## src/rtl/agu_consts.svh

```systemverilog
// Behaviour
// - modulo wrap triggers on address above upper or below lower bound, not equality
// - corrected pointer written back only for pre/post modify; offset form keeps pointer
// - bit reversal exists only in the X write generator, for writes only
// - only the pivot modifier is reversed; pointer addresses stay in normal order
// - reversal active when select not 15, enable bit 15 set, pre/post increment
// - pivot is a 15-bit field in bits 14..0 of the reversal register
// - reversal assumes words: pivot scaled to bytes, address bit 0 forced clear
// - byte writes or other modes give ordinary addresses even when reversal enabled
// - during reversal the pointer adds the pivot; the mode's own step is ignored
// - reversal beats circular in X write generator; reads keep circular correction
// - a 16-entry buffer yields mirrored 4-bit indices, 1 to 8, 3 to 12
// - program words are 24 bits, data words 16 bits, alignment kept
// - table access address is 8-bit table page above 16-bit effective address
// - table page bit 7 picks user (0) or configuration (1) space
// - visibility access: page above low 15 address bits, 23 bits, user space only
// - visibility program address bit 15 comes from visibility page bit 0
// - visibility gives read-only low word access; table access reaches whole word
// - circular correction applies to any working register chosen as circular pointer
// - X circular active only when select not 15 and enable bit 15 set
// - visibility remap only when core control bit 2 is set
`ifndef AGU_CONSTS_SVH
`define AGU_CONSTS_SVH
// register byte offsets
`define AGU_OFS_CIRC 8'h00
`define AGU_OFS_XSTART 8'h04
`define AGU_OFS_XEND 8'h08
`define AGU_OFS_BREV 8'h0C
`define AGU_OFS_TPAGE 8'h10
`define AGU_OFS_VPAGE 8'h14
`define AGU_OFS_CORE 8'h18
`define AGU_OFS_STATUS 8'h1C
// field positions
`define AGU_XEN_BIT 15
`define AGU_XSEL_LSB 0
`define AGU_BSEL_LSB 8
`define AGU_REVERSAL_ENABLE_BIT 15
`define AGU_PSV_BIT 2
`define AGU_CFG_BIT 7
`define AGU_PIVOT_MSB 14
`define AGU_ST_BREV_BIT 16
`define AGU_ST_WRAP_BIT 17
// reset values and codes
`define AGU_CIRC_RST 16'h0FFF
`define AGU_WORD_RST 16'h0000
`define AGU_PAGE_RST 8'h00
`define AGU_PTR_NONE 4'hF
`endif

```

## src/rtl/agu_pkg.sv

```systemverilog
package agu_pkg;
	// indirect addressing forms presented by the decoder
	typedef enum logic [2:0] {
		AM_INDIRECT,
		AM_POST_INC,
		AM_POST_DEC,
		AM_PRE_INC,
		AM_PRE_DEC,
		AM_REG_OFFSET
	} addr_mode_e;
	typedef logic [15:0] data_addr_t;
	typedef logic [23:0] prog_addr_t;
endpackage : agu_pkg

```

## src/rtl/bit_reverse_adder.sv

```systemverilog
`timescale 1ns/10ps
// reverse-carry adder: mirror both operands, add, mirror back
module bit_reverse_adder #(
	parameter int WIDTH = 16
) (
	// operands
	input wire logic [WIDTH-1:0] base,
	input wire logic [WIDTH-2:0] pivot,
	// result, word aligned
	output logic [WIDTH-1:0] next
);
	logic [WIDTH-1:0] revBase;
	logic [WIDTH-1:0] revPivot;
	logic [WIDTH-1:0] revSum;
	logic [WIDTH-1:0] scaled;

	// pivot counts words, so shift to bytes
	assign scaled = {pivot, 1'b0};
	assign revSum = revBase + revPivot;
	// mirroring makes a normal add carry from msb toward lsb
	for (genvar i = 0; i < WIDTH; i++) begin : g_mirror
		assign revBase[i] = base[WIDTH-1-i];
		assign revPivot[i] = scaled[WIDTH-1-i];
		if (i == 0) begin : g_lsb
			assign next[i] = 1'b0;
		end else begin : g_bit
			assign next[i] = revSum[WIDTH-1-i];
		end
	end
endmodule : bit_reverse_adder

```

## src/rtl/address_generation_unit.sv

```systemverilog
`timescale 1ns/10ps
`include "agu_consts.svh"
module address_generation_unit
	import agu_pkg::*;
(
	// clock and reset
	input wire logic clk,
	input wire logic rst_n,
	// apb slave
	input wire logic psel,
	input wire logic penable,
	input wire logic pwrite,
	input wire logic [7:0] paddr,
	input wire logic [31:0] pwdata,
	input wire logic [3:0] pstrb,
	output logic [31:0] prdata,
	output logic pready,
	output logic pslverr,
	// request from the instruction decoder
	input wire logic reqValid,
	input wire logic [3:0] reqPtrSel,
	input wire logic [15:0] reqPtr,
	input wire addr_mode_e reqMode,
	input wire logic [15:0] reqOffset,
	input wire logic reqWrite,
	input wire logic reqByte,
	input wire logic reqTable,
	// data address and pointer write-back
	output logic addrValid,
	output logic [15:0] effAddr,
	output logic wbValid,
	output logic [3:0] wbSel,
	output logic [15:0] wbValue,
	output logic brevApplied,
	output logic modWrapped,
	// program space access
	output logic progValid,
	output logic [23:0] progAddr,
	output logic progConfig,
	output logic progReadOnly
);
	logic [1:0] rstSync_q;
	logic rstSyncN;
	logic [15:0] circ_q;
	logic [15:0] xStart_q;
	logic [15:0] xEnd_q;
	logic [15:0] brev_q;
	logic [7:0] tablePage_q;
	logic [7:0] visPage_q;
	logic [15:0] core_q;
	logic [31:0] prdata_q;
	logic pready_q;
	logic pslverr_q;
	logic addrValid_q;
	data_addr_t effAddr_q;
	logic wbValid_q;
	logic [3:0] wbSel_q;
	data_addr_t wbValue_q;
	logic brevApplied_q;
	logic modWrapped_q;
	logic progValid_q;
	prog_addr_t progAddr_q;
	logic progConfig_q;
	logic progReadOnly_q;
	logic apbSetup;
	logic apbWrite;
	logic [31:0] rdData_d;
	logic addrHit_d;
	logic [15:0] byteMask;
	logic [3:0] xSel;
	logic [3:0] bSel;
	logic isInc;
	logic isPre;
	logic isPost;
	logic decDir;
	data_addr_t raw;
	data_addr_t modLen;
	logic modActive;
	logic wrapUp;
	logic wrapDown;
	data_addr_t corrected;
	logic brevHit;
	data_addr_t brevNext;
	data_addr_t nextPtr;
	data_addr_t ea_d;
	logic psvHit;

	// reset released through two flops so release is clean in this domain
	always_ff @(posedge clk or negedge rst_n) begin
		if (!rst_n) begin
			rstSync_q <= 2'b00;
		end else begin
			rstSync_q <= {rstSync_q[0], 1'b1};
		end
	end
	assign rstSyncN = rstSync_q[1];

	// apb phases; answer is prepared in setup so access takes one cycle
	assign apbSetup = psel && !penable;
	assign apbWrite = psel && penable && pwrite && pready_q && !pslverr_q;
	assign byteMask = {{8{pstrb[1]}}, {8{pstrb[0]}}};

	// read mux and address decode
	always_comb begin
		rdData_d = 32'h0000_0000;
		addrHit_d = 1'b1;
		case (paddr)
			`AGU_OFS_CIRC: rdData_d[15:0] = circ_q;
			`AGU_OFS_XSTART: rdData_d[15:0] = xStart_q;
			`AGU_OFS_XEND: rdData_d[15:0] = xEnd_q;
			`AGU_OFS_BREV: rdData_d[15:0] = brev_q;
			`AGU_OFS_TPAGE: rdData_d[7:0] = tablePage_q;
			`AGU_OFS_VPAGE: rdData_d[7:0] = visPage_q;
			`AGU_OFS_CORE: rdData_d[15:0] = core_q;
			`AGU_OFS_STATUS: begin
				rdData_d[15:0] = effAddr_q;
				rdData_d[`AGU_ST_BREV_BIT] = brevApplied_q;
				rdData_d[`AGU_ST_WRAP_BIT] = modWrapped_q;
			end
			default: addrHit_d = 1'b0;
		endcase
	end

	// bus answer registers; unmapped addresses answer with pslverr
	always_ff @(posedge clk or negedge rstSyncN) begin
		if (!rstSyncN) begin
			prdata_q <= 32'h0000_0000;
			pready_q <= 1'b0;
			pslverr_q <= 1'b0;
		end else begin
			pready_q <= apbSetup;
			pslverr_q <= apbSetup && !addrHit_d;
			if (apbSetup && !pwrite) begin
				prdata_q <= rdData_d;
			end
		end
	end

	// software registers, byte lanes honoured; status is read only
	always_ff @(posedge clk or negedge rstSyncN) begin
		if (!rstSyncN) begin
			circ_q <= `AGU_CIRC_RST;
			xStart_q <= `AGU_WORD_RST;
			xEnd_q <= `AGU_WORD_RST;
			brev_q <= `AGU_WORD_RST;
			tablePage_q <= `AGU_PAGE_RST;
			visPage_q <= `AGU_PAGE_RST;
			core_q <= `AGU_WORD_RST;
		end else if (apbWrite) begin
			case (paddr)
				`AGU_OFS_CIRC: circ_q <= (circ_q & ~byteMask) | (pwdata[15:0] & byteMask);
				`AGU_OFS_XSTART: xStart_q <= (xStart_q & ~byteMask) | (pwdata[15:0] & byteMask);
				`AGU_OFS_XEND: xEnd_q <= (xEnd_q & ~byteMask) | (pwdata[15:0] & byteMask);
				`AGU_OFS_BREV: brev_q <= (brev_q & ~byteMask) | (pwdata[15:0] & byteMask);
				`AGU_OFS_TPAGE: begin
					if (pstrb[0]) begin
						tablePage_q <= pwdata[7:0];
					end
				end
				`AGU_OFS_VPAGE: begin
					if (pstrb[0]) begin
						visPage_q <= pwdata[7:0];
					end
				end
				`AGU_OFS_CORE: core_q <= (core_q & ~byteMask) | (pwdata[15:0] & byteMask);
				default: ;
			endcase
		end
	end

	// mode decode
	assign xSel = circ_q[`AGU_XSEL_LSB +: 4];
	assign bSel = circ_q[`AGU_BSEL_LSB +: 4];
	assign isInc = (reqMode == AM_PRE_INC) || (reqMode == AM_POST_INC);
	assign isPre = (reqMode == AM_PRE_INC) || (reqMode == AM_PRE_DEC);
	assign isPost = (reqMode == AM_POST_INC) || (reqMode == AM_POST_DEC);
	// offset form direction follows the sign of the offset
	assign decDir = (reqMode == AM_PRE_DEC) || (reqMode == AM_POST_DEC)
		|| ((reqMode == AM_REG_OFFSET) && reqOffset[15]);

	// raw modified address before any correction
	always_comb begin
		case (reqMode)
			AM_POST_INC, AM_PRE_INC, AM_REG_OFFSET: raw = reqPtr + reqOffset;
			AM_POST_DEC, AM_PRE_DEC: raw = reqPtr - reqOffset;
			default: raw = reqPtr;
		endcase
	end

	// reversal only for word writes through the chosen pointer, pre/post increment
	assign brevHit = brev_q[`AGU_REVERSAL_ENABLE_BIT] && (bSel != `AGU_PTR_NONE)
		&& (reqPtrSel == bSel) && reqWrite && !reqByte && isInc;

	bit_reverse_adder #(
		.WIDTH(16)
	) u_brev (
		.base(reqPtr),
		.pivot(brev_q[`AGU_PIVOT_MSB:0]),
		.next(brevNext)
	);

	// circular correction on any selected pointer; reversal disables it for writes
	assign modActive = circ_q[`AGU_XEN_BIT] && (xSel != `AGU_PTR_NONE)
		&& (reqPtrSel == xSel) && !brevHit;
	assign modLen = xEnd_q - xStart_q + 16'h0001;
	// magnitude compares catch steps that jump past the bound
	assign wrapUp = modActive && !decDir && (raw > xEnd_q);
	assign wrapDown = modActive && decDir && (raw < xStart_q);
	always_comb begin
		if (wrapUp) begin
			corrected = raw - modLen;
		end else if (wrapDown) begin
			corrected = raw + modLen;
		end else begin
			corrected = raw;
		end
	end

	// reversal replaces the mode step entirely
	assign nextPtr = brevHit ? brevNext : corrected;

	// effective address per form; reversed post uses the word-aligned pointer
	always_comb begin
		if (isPre) begin
			ea_d = nextPtr;
		end else if (reqMode == AM_REG_OFFSET) begin
			ea_d = corrected;
		end else if (brevHit) begin
			ea_d = {reqPtr[15:1], 1'b0};
		end else begin
			ea_d = reqPtr;
		end
	end

	// visibility remap: reads only, top ea bit set, enable bit in core control
	assign psvHit = !reqTable && !reqWrite && core_q[`AGU_PSV_BIT] && ea_d[15];

	// data side answer, one cycle after the request
	always_ff @(posedge clk or negedge rstSyncN) begin
		if (!rstSyncN) begin
			addrValid_q <= 1'b0;
			effAddr_q <= `AGU_WORD_RST;
			brevApplied_q <= 1'b0;
			modWrapped_q <= 1'b0;
		end else begin
			addrValid_q <= reqValid;
			if (reqValid) begin
				effAddr_q <= ea_d;
				brevApplied_q <= brevHit;
				modWrapped_q <= wrapUp || wrapDown;
			end
		end
	end

	// pointer write-back only for pre and post modify forms
	always_ff @(posedge clk or negedge rstSyncN) begin
		if (!rstSyncN) begin
			wbValid_q <= 1'b0;
			wbSel_q <= 4'h0;
			wbValue_q <= `AGU_WORD_RST;
		end else begin
			wbValid_q <= reqValid && (isPre || isPost);
			if (reqValid) begin
				wbSel_q <= reqPtrSel;
				wbValue_q <= nextPtr;
			end
		end
	end

	// program space address: 24-bit table form or 23-bit visibility form
	always_ff @(posedge clk or negedge rstSyncN) begin
		if (!rstSyncN) begin
			progValid_q <= 1'b0;
			progAddr_q <= 24'h00_0000;
			progConfig_q <= 1'b0;
			progReadOnly_q <= 1'b0;
		end else begin
			progValid_q <= reqValid && (reqTable || psvHit);
			if (reqValid && reqTable) begin
				progAddr_q <= {tablePage_q, ea_d};
				progConfig_q <= tablePage_q[`AGU_CFG_BIT];
				progReadOnly_q <= 1'b0;
			end else if (reqValid && psvHit) begin
				// page bit 0 lands on address bit 15; ea bit 15 is dropped
				progAddr_q <= {1'b0, visPage_q, ea_d[14:0]};
				progConfig_q <= 1'b0;
				progReadOnly_q <= 1'b1;
			end
		end
	end

	// outputs straight from flops
	assign prdata = prdata_q;
	assign pready = pready_q;
	assign pslverr = pslverr_q;
	assign addrValid = addrValid_q;
	assign effAddr = effAddr_q;
	assign wbValid = wbValid_q;
	assign wbSel = wbSel_q;
	assign wbValue = wbValue_q;
	assign brevApplied = brevApplied_q;
	assign modWrapped = modWrapped_q;
	assign progValid = progValid_q;
	assign progAddr = progAddr_q;
	assign progConfig = progConfig_q;
	assign progReadOnly = progReadOnly_q;
endmodule : address_generation_unit

```

## config.mk

```make
export PLATFORM = sky130hd
export DESIGN_NAME = address_generation_unit
export DESIGN_NICKNAME = d
export VERILOG_FILES = /design/src/rtl/agu_pkg.sv /design/src/rtl/bit_reverse_adder.sv /design/src/rtl/address_generation_unit.sv
export VERILOG_INCLUDE_DIRS = /design/src /design/src/rtl
export SDC_FILE = /design/constraint.sdc
export NUM_CORES = 1
export LEC_CHECK = 0
export ABC_AREA = 1
export BUFFER_PORTS_ARGS = -buffer_cell sky130_fd_sc_hd__buf_4
export CORE_MARGIN = 5
export CORE_UTILIZATION = 56
export DETAILED_ROUTE_END_ITERATION = 8
export GPL_TIMING_DRIVEN = 0
export PLACE_DENSITY_LB_ADDON = 0.12
export SYNTH_ARGS = -nofsm -noshare
export SYNTH_HDL_FRONTEND = slang
export SYNTH_SLANG_ARGS = --single-unit
export TNS_END_PERCENT = 100
```

## constraint.sdc

```tcl
create_clock -name clk -period 9.4 [get_ports clk]
set_input_delay 0.47 -clock clk [delete_from_list [all_inputs] [get_ports clk]]
set_output_delay 0.47 -clock clk [all_outputs]
set_load 0.02 [all_outputs]
```

-- Word-level counts from Yosys, hierarchy flattened
Index checks and enable logic that the tools add are counted.
- register bits after elaboration: 185
- input port bits: 92
- output and inout bits: 101
- logic and storage cells: 132
- $add $sub $neg: 7
- magnitude comparators: 2
- equal/unequal tests: 16
- multiplexer cells: 17
- bitwise operators: 12
- reduce and logical (&&, ||, !) cells: 56
- operators by type and width (kind ; count):
    AND 16 bit ; 6
    two-way mux 16 bit ; 5
    OR 16 bit ; 5
    one-hot mux 8 bit (8 select lines) ; 1
    two-way mux 24 bit ; 2
    one-hot mux 8 bit (6 select lines) ; 1
    subtractor 16 bit ; 3
    adder 16 bit ; 2
    == test 8 x 5 -> 1 bit (second input constant) ; 4
    one-hot mux 16 bit (2 select lines) ; 1
    logical AND 1 bit ; 27
    adder 16 x 1 -> 16 bit (second input constant) ; 1
    == test 8 x 4 -> 1 bit (second input constant) ; 2
    greater-than comparator 16 bit ; 1
    < comparator 16 bit ; 1
    NOT 16 bit ; 1
    adder 15 bit ; 1
    AND reduction 2 bit ; 5
    logical NOT 1 bit ; 9
    == test 4 bit ; 2
    == test 8 x 3 -> 1 bit (second input constant) ; 1
    logical NOT 8 bit ; 1
    logical OR 1 bit ; 8
    inequality test 4 bit (second input constant) ; 2
    10 further kinds ; 18

-- Longest topological paths before layout
Gate-level depths: netlist of run 1.
- word-level depth: 18
- mapped depth: 40
- gate-level depth less buffers: 39

-- Modules after synthesis
Synthesis of run 1 repeated with hierarchy kept, for this count alone.
- cell total of the unflattened synthesis: 1962
- area, all modules: 14106.0 sq um
- by module, submodules not included (module ; instances ; cells each ; area an instance (sq um) ; sequential area each (sq um)):
    address_generation_unit ; 1 ; 1803 ; 13261.5 ; 4619.4
    bit_reverse_adder ; 1 ; 159 ; 844.6 ; 0.0

-- Worst setup path after synthesis of run 1
Ideal clock, no wire load.
- path kind: input to register
- start point: input reqOffset[0]
- end point: register progAddr_q[15], in the netlist progAddr[15]
- setup time: 125 ps
- arrival time: 4810 ps
- data required time: 9275 ps
- slack: 4465 ps
- stages: 37
- buffers on the path: 1
- cell sequence: inv_1 -> ha_1 -> nand2_1 -> nor3_1 -> nand2_1 -> o41ai_1 -> xnor2_1 -> inv_1 -> ha_1 -> nand2_1 -> inv_1 -> nand2_1 -> inv_1 -> a21oi_1 -> o21bai_1 -> xnor2_1 -> o21ai_0 -> ha_1 -> inv_1 -> nor2_1 -> nand2_1 -> inv_1 -> a221oi_1 -> nand2_1 -> inv_1 -> nand3_1 -> nand2_1 -> nand3_1 -> nand2_1 -> nand2_1 -> nand3_2 -> nand3_1 -> nand2_2 -> nand3_4 -> buf_4 -> nand3_1 -> nand2_1
- longest elaborated chain between the ends: 11
- elaborated cells between the ends (all ways): 18
- those cells by class: 4 x add/sub; 2 x order compare; 7 x mux; 5 x reduce/logical
- RTL lines (what ; line ; text):
    start: declaration ; address_generation_unit.sv:24 ; input wire logic [15:0] reqOffset,
    subtractor 16 bit or adder 16 bit (tied branches) ; address_generation_unit.sv:185, address_generation_unit.sv:184 ;
    one-hot mux 16 bit (2 select lines) * ; address_generation_unit.sv:183 ; case (reqMode)
    < comparator 16 bit ; address_generation_unit.sv:208 ; assign wrapDown = modActive && decDir && (raw < xStart_q);
    logical AND 1 bit ; address_generation_unit.sv:208 ;
    two-way mux 16 bit ; address_generation_unit.sv:212 ; end else if (wrapDown) begin
    two-way mux 16 bit * ; address_generation_unit.sv:210 ; if (wrapUp) begin
    two-way mux 16 bit (on tied branches) ; address_generation_unit.sv:226, address_generation_unit.sv:220 ;
    two-way mux 16 bit * ; address_generation_unit.sv:224 ; if (isPre) begin
    logical AND 1 bit ; address_generation_unit.sv:236 ; assign psvHit = !reqTable && !reqWrite && core_q[`AGU_PSV_BIT] && ea_d[15];
    logical AND 1 bit ; address_generation_unit.sv:283 ; end else if (reqValid && psvHit) begin
    nonzero test 2 bit (no source line) ; n/a ;
    end signal: assignment ; address_generation_unit.sv:280 ; progAddr_q <= {tablePage_q, ea_d};
    end signal: assignment ; address_generation_unit.sv:285 ; progAddr_q <= {1'b0, visPage_q, ea_d[14:0]};
    end: declaration ; address_generation_unit.sv:62 ; prog_addr_t progAddr_q;
Every way passes the cells marked *; elsewhere a longest branch is shown, timed or not.
A chain may end at the register's enable or synchronous reset.

-- Worst setup path in the final report of run 1
- start point: input reqOffset[0]
- end point: register progAddr_q[10], in the netlist progAddr[10]
The elaborated chain is that of the path after synthesis.

==> out/results.tsv, run 1 <==
metric	value	unit
post-CTS sizing	0	
final wirelength	46500	um
Port Buffer Count	159	
crit path capture type	register	
min Tclk post-route	6.03	ns
Hold Path Class	in2reg	
gr ovfl total	0	
# hold bufs at CTS	1	
Worst Skew	0.0278	ns
crit-path max cell delay	0.88	ns
nets	2266	
Synth warnings	0	
Post CTS Setup Buffer Count	0	
DIE AREA	27700	sq um
CTS tree	done	
vias in the first global route	13200	
routed len/inst	19.5	um
row cnt	57	
asr flop ratio synth	1.00	
Post-synth EDFFs	0	
run status	finished, final reports clean	
CTS root buf	clkbuf_16	
Mapped Cells	1857	
pin count of the biggest net entering global routing	74	
Yosys cell types	59	
power per cell area	150	nW/um^2
area of the multi-input gates	7890	sq um
Ant. Diodes	0	
Iteration-0 DRC Markers	1461	
total CTS buffers	17	
DIE WIDTH	166	um
layout cell share with drive strength beyond 1	0.135	
H-tree levels	4	
DRC viols	0	
crit start category	input port	
max-slew headroom at the worst pin	0.236	
Clock Latency Late Sink	0.46	ns
Clock Sinks	184	
antenna violations before repair	0	
core area	24200	sq um
CP max stage cell	o21ai_0	
TritonRoute pass-1 iters	6	
most frequent cells in the layout	nand2_1, inv_1, o21ai_0, buf_4, dfrtp_1	
Via-to-Cell Ratio	5.74	
delay-heaviest family, CP	simple AND/OR/NAND/NOR gates	
Mapped Area	13700	sq um
Worst Tran Pin Value	1.13	ns
fillers	2182	
Setup TNS	0	ns
Worst VDD drop	0.140	mV
FF/Latch Area	4620	sq um
sequential area share after synthesis	0.338	
crit path DAT	6.42	ns
first-pass GRT wire length	72700	um
Worst Path Required	9.79	ns
total leakage power	8.13	nW
CP Class	in2reg	
Fmax	166	MHz
die height	166	um
GPL Wtd Cong	0.980	
most common cell after layout, fill and taps aside	nand2_1	
Main synth FF type	dfrtp_1	
WP buf/inv	9	
most used cell, CP	nand2_1	
CP max FO	10	
Max clock buf depth	2	
Seq cells post-synth	184	
Ports	193	
fin crit share	0.642	
final slew viol count	0	
setup violators final	0	
Final ANT Viol Nets	0	
Starting Density	0.566	
Final Hold Fails	0	
Global Route Usage Sum	0.330	
fin util	0.662	
RSZ-0062 raised after global routing	false	
Max Cap Violations	0	
Area growth, synth to finish	17.0	%
placed wire-length estimate	37600	um
Reg clk slew, reported paths	0.08	ns
DR vias	13700	
Avg Inst Size Synth	7.37	sq um
-- final timing paths --
check,from,endpoint,slack (ns),cells past startpoint
worst max-delay path,reqOffset[0],progAddr[10]$_DFFE_PN0P_,3.37,39
worst min-delay path,reqValid,addrValid$_DFF_PN0_,0.17,1
worst max register to register,register,progAddr[10]$_DFFE_PN0P_,3.81,28
worst min register to register,rstSync_q[0]$_DFF_PN0_,rstSync_q[1]$_DFF_PN0_,0.36,0
max in group asynchronous,rstSync_q[1]$_DFF_PN0_,async pin,8.16,1
min in group asynchronous,rst_n,rstSync_q[1]$_DFF_PN0_,0.31,2
-- cells in the mapped netlist, types with 8 or more instances --
cell	count	area (sq um)
ha_1	118	1480
clkbuf_1	41	154
o21ai_0	201	1010
o2111ai_1	11	96.3
xor2_1	51	447
nand3_1	104	521
nand2_2	14	87.6
buf_4	17	128
dfrtp_1	172	4300
nor2_1	94	353
a21o_1	9	67.6
nand2_1	528	1980
a221oi_1	23	201
dfstp_2	12	315
nor3_1	17	85.1
o21bai_1	15	113
a21oi_1	86	430
inv_1	206	773
a31oi_1	8	50.1
xnor2_1	16	140
o22ai_1	11	68.8
-- cell type report --
cell class              instances  area share
clock inverters                15      0.0119
plain buffers                  72      0.0252
multi-input cells            1399       0.493
well taps                     324      0.0253
flip-flops and latches        184       0.289
inverters                     215      0.0510
clock buffers                  17      0.0266
repair buffers                162      0.0786
-- routing by layer --
metal | wire (um) | vias to the layer above | track usage | share of wire
met5 | 0 | - | 0 | 0
met4 | 2180 | 0 | 0.130 | 0.047
met3 | 4380 | 135 | 0.0605 | 0.094
met2 | 20600 | 679 | 0.529 | 0.44
met1 | 19300 | 6382 | 0.446 | 0.42
li1 | - | 6514 | - | -
-- metrics by stage --
step	hold slack, ns	cells	setup WS [ns]	total power [mW]	cell area (sq um)
after floorplan	0.174	1870	3.91	1.37	13700
after global routing	0.164	2388	2.77	2.53	16000
after CTS	0.166	2388	3.53	2.40	16000
after detailed placement	0.254	2355	3.09	1.65	15400
after global placement	0.253	2353	2.01	1.63	15300
final	0.172	2388	3.37	2.41	16000
-- logic make-up (layout without fill, tap and decap cells) --
| logic type | Yosys count | in the layout | synth area share |
|---|---|---|---|
| and+or+nand+nor | 792 | 792 | 0.244 |
| adders and majority gates | 123 | 123 | 0.115 |
| xor gates and xnor gates | 68 | 68 | 0.0441 |
| AOI/OAI and AO/OA | 401 | 401 | 0.170 |
| buffers and inverters | 287 | 481 | 0.0892 |
| DFF | 184 | 184 | 0.338 |
| other | 2 | 15 | 0.000549 |
-- worst register-to-register path, delay by kind of cell, from the launching register on --
family	cells	cell delay (ns)
AOI/OAI and AO/OA	8	1.85
and+or+nand+nor	8	1.02
adders and majority gates	3	0.93
buffers and inverters	7	0.90
DFF	1	0.44
xor gates and xnor gates	2	0.40
-- power by group --
part | switching [mW] | internal [mW] | total, mW
clock network | 0.392 | 0.367 | 0.759
registers | 0.0459 | 0.831 | 0.877
logic | 0.498 | 0.275 | 0.773
(Power assumes the default switching activity.)
==> run 2: changes to the inputs <==
==> constraint.sdc (replaced) <==
create_clock -name clk -period 5.9 [get_ports clk]
set_input_delay 0.295 -clock clk [delete_from_list [all_inputs] [get_ports clk]]
set_output_delay 0.295 -clock clk [all_outputs]
set_load 0.02 [all_outputs]
==> run 2 against run 1 <==
  * Flip-flop and latch count did not move
  * Setup slack worse by 3.0 ns
  * Global-route usage about the same
  * Combinational power is 60% higher
  * Cell area rose by 0.13%
  * Die area unchanged
  * Highest routed layer unchanged
==> out/results.tsv, run 2 (synthesis gave the netlist of run 1 again) <==
metric	value	unit
Max clock buf depth	2	
CP Class	in2reg	
nets	2266	
CTS tree	done	
fin crit share	0.942	
setup violators final	0	
CTS root buf	clkbuf_16	
Area growth, synth to finish	17.2	%
Sw Ratio	0.389	
Port Buffer Count	159	
H-tree levels	4	
net switching power	1.50	mW
fillers	2182	
vias in the first global route	13200	
DIE AREA	27700	sq um
most common cell after layout, fill and taps aside	nand2_1	
gr ovfl total	0	
DP Worst Slack	-0.237	ns
WHS	0.0107	ns
RSZ-0062 raised after global routing	false	
final slew viol count	0	
GPL Wtd Cong	0.980	
TritonRoute pass-1 iters	6	
layout cell share with drive strength beyond 1	0.136	
Reg clk slew, reported paths	0.09	ns
Hold Path Cell Cnt	2	
Worst VDD drop	0.224	mV
DIE WIDTH	166	um
core area	24200	sq um
crit path capture type	register	
die height	166	um
Global Route Usage Sum	0.330	
total leakage power	8.14	nW
final setup margin	0.343	ns
routed len/inst	19.5	um
final wirelength	46500	um
most frequent cells in the layout	nand2_1, inv_1, o21ai_0, buf_4, dfrtp_1	
crit start category	input port	
CP max FO	10	
Ant. Diodes	0	
DRC viols	0	
Starting Density	0.566	
Worst Tran Pin Value	1.08	ns
Via-to-Cell Ratio	5.74	
Final Hold Fails	0	
Worst Skew	0.0261	ns
Worst R2R Path Depth	28	
Worst Path Required	6.29	ns
min Tclk post-route	5.56	ns
run status	finished, final reports clean	
Int Pwr	2.35	mW
DR vias	13700	
Hold Path Class	in2reg	
crit path DAT	5.95	ns
Clock Sinks	184	
Max Cap Violations	0	
Flop pwr share	0.363	
max-slew headroom at the worst pin	0.271	
pin count of the biggest net entering global routing	74	
Iteration-0 DRC Markers	1474	
power per cell area	240	nW/um^2
placed wire-length estimate	37600	um
Final ANT Viol Nets	0	
Clock Latency Late Sink	0.46	ns
Fmax	180	MHz
antenna violations before repair	0	
combinational share of power	0.322	
Ports	193	
Tot Pwr	3.85	mW
first-pass GRT wire length	72700	um
row cnt	57	
fin util	0.663	
Clock Power Share	0.314	
total CTS buffers	17	
-- run 2: cell count changes in the layout (fill, tap and decap cells not counted), sizes merged --
| cell | delta |
|---|---|
| dlygate4sd3 | +1 |
| clkbuf | -1 |
-- run 2: worst paths after layout --
check	startpoint	end	slack, ns
worst max-delay path	reqMode[0]	progAddr[11]$_DFFE_PN0P_	0.34
worst min-delay path	penable	pready$_DFF_PN0_	0.01
worst max register to register	register	progAddr[19]$_DFFE_PN0P_	0.46
worst min register to register	rstSync_q[0]$_DFF_PN0_	rstSync_q[1]$_DFF_PN0_	0.36
max in group asynchronous	rstSync_q[1]$_DFF_PN0_	async pin	4.67
min in group asynchronous	rst_n	rstSync_q[1]$_DFF_PN0_	0.14
-- run 2: final cells by class --
| class | count | area [sq um] | area share |
|---|---|---|---|
| multi-input combinational | 1399 | 7910 | 0.493 |
| clock inverter | 15 | 190 | 0.0119 |
| sequential | 184 | 4620 | 0.288 |
| clock buffer | 17 | 425 | 0.0265 |
| inverter | 215 | 817 | 0.0510 |
| buffer | 71 | 399 | 0.0249 |
| tap | 324 | 405 | 0.0253 |
| timing repair buffer | 163 | 1270 | 0.0791 |
-- run 2: metal layers --
| layer | up-vias | global-route usage | routed length [um] |
|---|---|---|---|
| li1 | 6514 | - | - |
| met1 | 6384 | 0.447 | 19200 |
| met2 | 684 | 0.528 | 20700 |
| met3 | 129 | 0.0605 | 4510 |
| met4 | 0 | 0.130 | 2120 |
| met5 | - | 0 | 0 |
-- run 2: stage by stage --
stage	cell area [sq um]	instances	TNS, ns
after detailed placement	15400	2355	-5.17
after global routing	16000	2388	0
after floorplan	13700	1870	0
after global placement	15300	2353	-252.16
after CTS	16000	2389	0
final	16000	2388	0
-- run 2: power groups by stage --
stage	combinational (mW)	clock (mW)	sequential, mW
after floorplan	0.706	0	1.48
after global placement	1.17	0	1.43
after detailed placement	1.21	0	1.42
after CTS	1.22	1.21	1.39
after global routing	1.37	1.26	1.40
final	1.24	1.21	1.40
-- run 2: timing repair --
action | 4_1_cts | 5_1_grt
endpoints found under the hold margin | 3 | 0
hold buffers | 2 | 0
endpoints found under the setup margin | 0 | 37
gates resized for setup | 0 | 9
buffers inserted | 0 | 0
-- run 2: critical path: stages --
cell	delay, ns
buf_4	0.12
inv_4	0.19
nand3_4	0.17
nand2_8	0.14
nor2_1	0.06
xor2_1	0.14
ha_1	0.35
a21oi_1	0.16
nand2_1	0.11
a31oi_1	0.18
xor2_1	0.09
o21ai_0	0.82
ha_1	0.26
clkbuf_1	0.32
nand2_1	0.08
o21ai_0	0.51
a21boi_0	0.25
o21ai_0	0.40
xor2_1	0.12
o21ai_0	0.23
nand2_1	0.07
nand2_1	0.13
o21ai_0	0.14
o21ai_0	0.42
nand2_1	0.10
nand2_1	0.07
==> run 3: changes to the inputs <==
==> constraint.sdc (replaced) <==
create_clock -name clk -period 5.7 [get_ports clk]
set_input_delay 0.285 -clock clk [delete_from_list [all_inputs] [get_ports clk]]
set_output_delay 0.285 -clock clk [all_outputs]
set_load 0.02 [all_outputs]
==> run 3 against run 2 <==
  * The flow now finishes with violations (hold timing)
  * Global-route usage unchanged
  * Total power up 3.7%
  * Non-clock buffer count up 1
  * Cell area up 0.17%
  * Sequential power up 4%
  * Clock-buffer cell count unchanged
  * Setup slack worse by 0.023 ns
  * Clock skew up 0.0030 ns
  * Largest cell class unchanged
==> out/results.tsv, run 3 (synthesis gave the netlist of run 1 again) <==
metric	value	unit
run status	finished with violations	
failing checks	hold timing	
DP Worst Slack	-0.427	ns
final slew viol count	0	
most common cell after layout, fill and taps aside	nand2_1	
Ant. Diodes	0	
Clock Sinks	184	
Max clock buf depth	2	
vias in the first global route	13200	
layout cell share with drive strength beyond 1	0.138	
WHS	-0.00416	ns
CP Class	in2reg	
Worst Tran Pin Value	1.15	ns
min Tclk post-route	5.38	ns
crit path capture type	register	
Worst Path Required	6.09	ns
Final Hold Fails	1	
most frequent cells in the layout	nand2_1, inv_1, o21ai_0, buf_4, dfrtp_1	
pin count of the biggest net entering global routing	74	
Port Buffer Count	159	
Clock Latency Late Sink	0.46	ns
placed wire-length estimate	37600	um
max-slew headroom at the worst pin	0.225	
RSZ-0062 raised after global routing	false	
GPL Wtd Cong	0.980	
gr ovfl total	0	
Area growth, synth to finish	17.4	%
Via-to-Cell Ratio	5.75	
total CTS buffers	17	
total leakage power	8.15	nW
Hold Path Class	in2reg	
DR vias	13700	
final setup margin	0.319	ns
setup violators final	0	
crit start category	input port	
power per cell area	248	nW/um^2
routed len/inst	19.5	um
first-pass GRT wire length	72700	um
CTS tree	done	
Final ANT Viol Nets	0	
Worst Skew	0.0291	ns
Fmax	186	MHz
final wirelength	46700	um
Global Route Usage Sum	0.330	
die height	166	um
CP max FO	10	
DRC viols	0	
DIE WIDTH	166	um
row cnt	57	
nets	2267	
H-tree levels	4	
Ports	193	
fin crit share	0.944	
Reg clk slew, reported paths	0.10	ns
Starting Density	0.566	
TritonRoute pass-1 iters	6	
FF-to-FF setup slack	0.45	ns
Worst VDD drop	0.232	mV
crit path DAT	5.77	ns
Max Cap Violations	0	
core area	24200	sq um
CTS root buf	clkbuf_16	
antenna violations before repair	0	
DIE AREA	27700	sq um
Iteration-0 DRC Markers	1466	
[run 3: path summary, 6_finish.rpt]
| path | cells past startpoint | to | from |
|---|---|---|---|
| max | 27 | progAddr[11]$_DFFE_PN0P_ | reqMode[0] |
| min | 2 | pready$_DFF_PN0_ | penable |
| max reg2reg | 30 | progAddr[15]$_DFFE_PN0P_ | register |
| min reg2reg | 0 | rstSync_q[1]$_DFF_PN0_ | rstSync_q[0]$_DFF_PN0_ |
| max in group asynchronous | 1 | async pin | rstSync_q[1]$_DFF_PN0_ |
| min in group asynchronous | 2 | rstSync_q[1]$_DFF_PN0_ | rst_n |
[run 3: timing repair]
action / in CTS / in global routing
endpoints found under the hold margin: 3 / 0
setup endpoints to repair: 0 / 47
hold buffers: 2 / 0
setup buffers: 0 / 1
resized for setup: 0 / 16
[run 3: power by group]
part           switching (mW)  internal, mW  leakage (nW)
clock                   0.652         0.605         0.300
combinational           0.826         0.458          5.42
sequential             0.0756          1.37          2.43
[run 3: stage by stage]
step | TNS [ns] | instances | utilization | power [mW] | instance area (sq um)
floorplan | 0 | 1870 | - | 2.26 | 13700
global placement | -291.25 | 2353 | 0.634 | 2.69 | 15300
detailed placement | -10.53 | 2355 | 0.636 | 2.72 | 15400
CTS | 0 | 2389 | 0.663 | 3.96 | 16000
global route | 0 | 2389 | 0.664 | 4.18 | 16100
finish | 0 | 2389 | 0.664 | 3.99 | 16100
[run 3: final cells by class]
type                       instances  area [sq um]
clock buffer                      17           425
tap                              324           405
multi-input combinational       1399          7930
buffer                            71           399
inverter                         215           817
fill                            2178          8110
timing repair buffer             164          1280
sequential                       184          4620
clock inverter                    15           190
[run 3: metal layers]
metal  vias to the layer above  wire (um)  track usage
li1                       6504          -            -
met3                       130       4290       0.0605
met1                      6434      19400        0.447
met2                       675      20800        0.528
met5                         -          0            0
met4                         0       2140        0.130
[run 3: worst max-delay path: stages]
cell and delay (ns):
buf_4 0.12, inv_4 0.19, nand3_4 0.17, nand2_8 0.14, inv_4 0.08, nand2_1 0.07
xor2_1 0.16, ha_1 0.31, nand2_1 0.10, nand2_1 0.06, a31oi_1 0.17, xor2_1 0.09
o21ai_0 0.73, ha_1 0.41, a21oi_1 0.15, a21boi_0 0.32, o21ai_0 0.29, a21boi_0 0.33
o21ai_0 0.21, xor2_1 0.18, o21ai_0 0.22, nand2_1 0.08, nand2_1 0.12, o21ai_0 0.14
o21ai_0 0.46, nand2_1 0.10, nand2_1 0.07
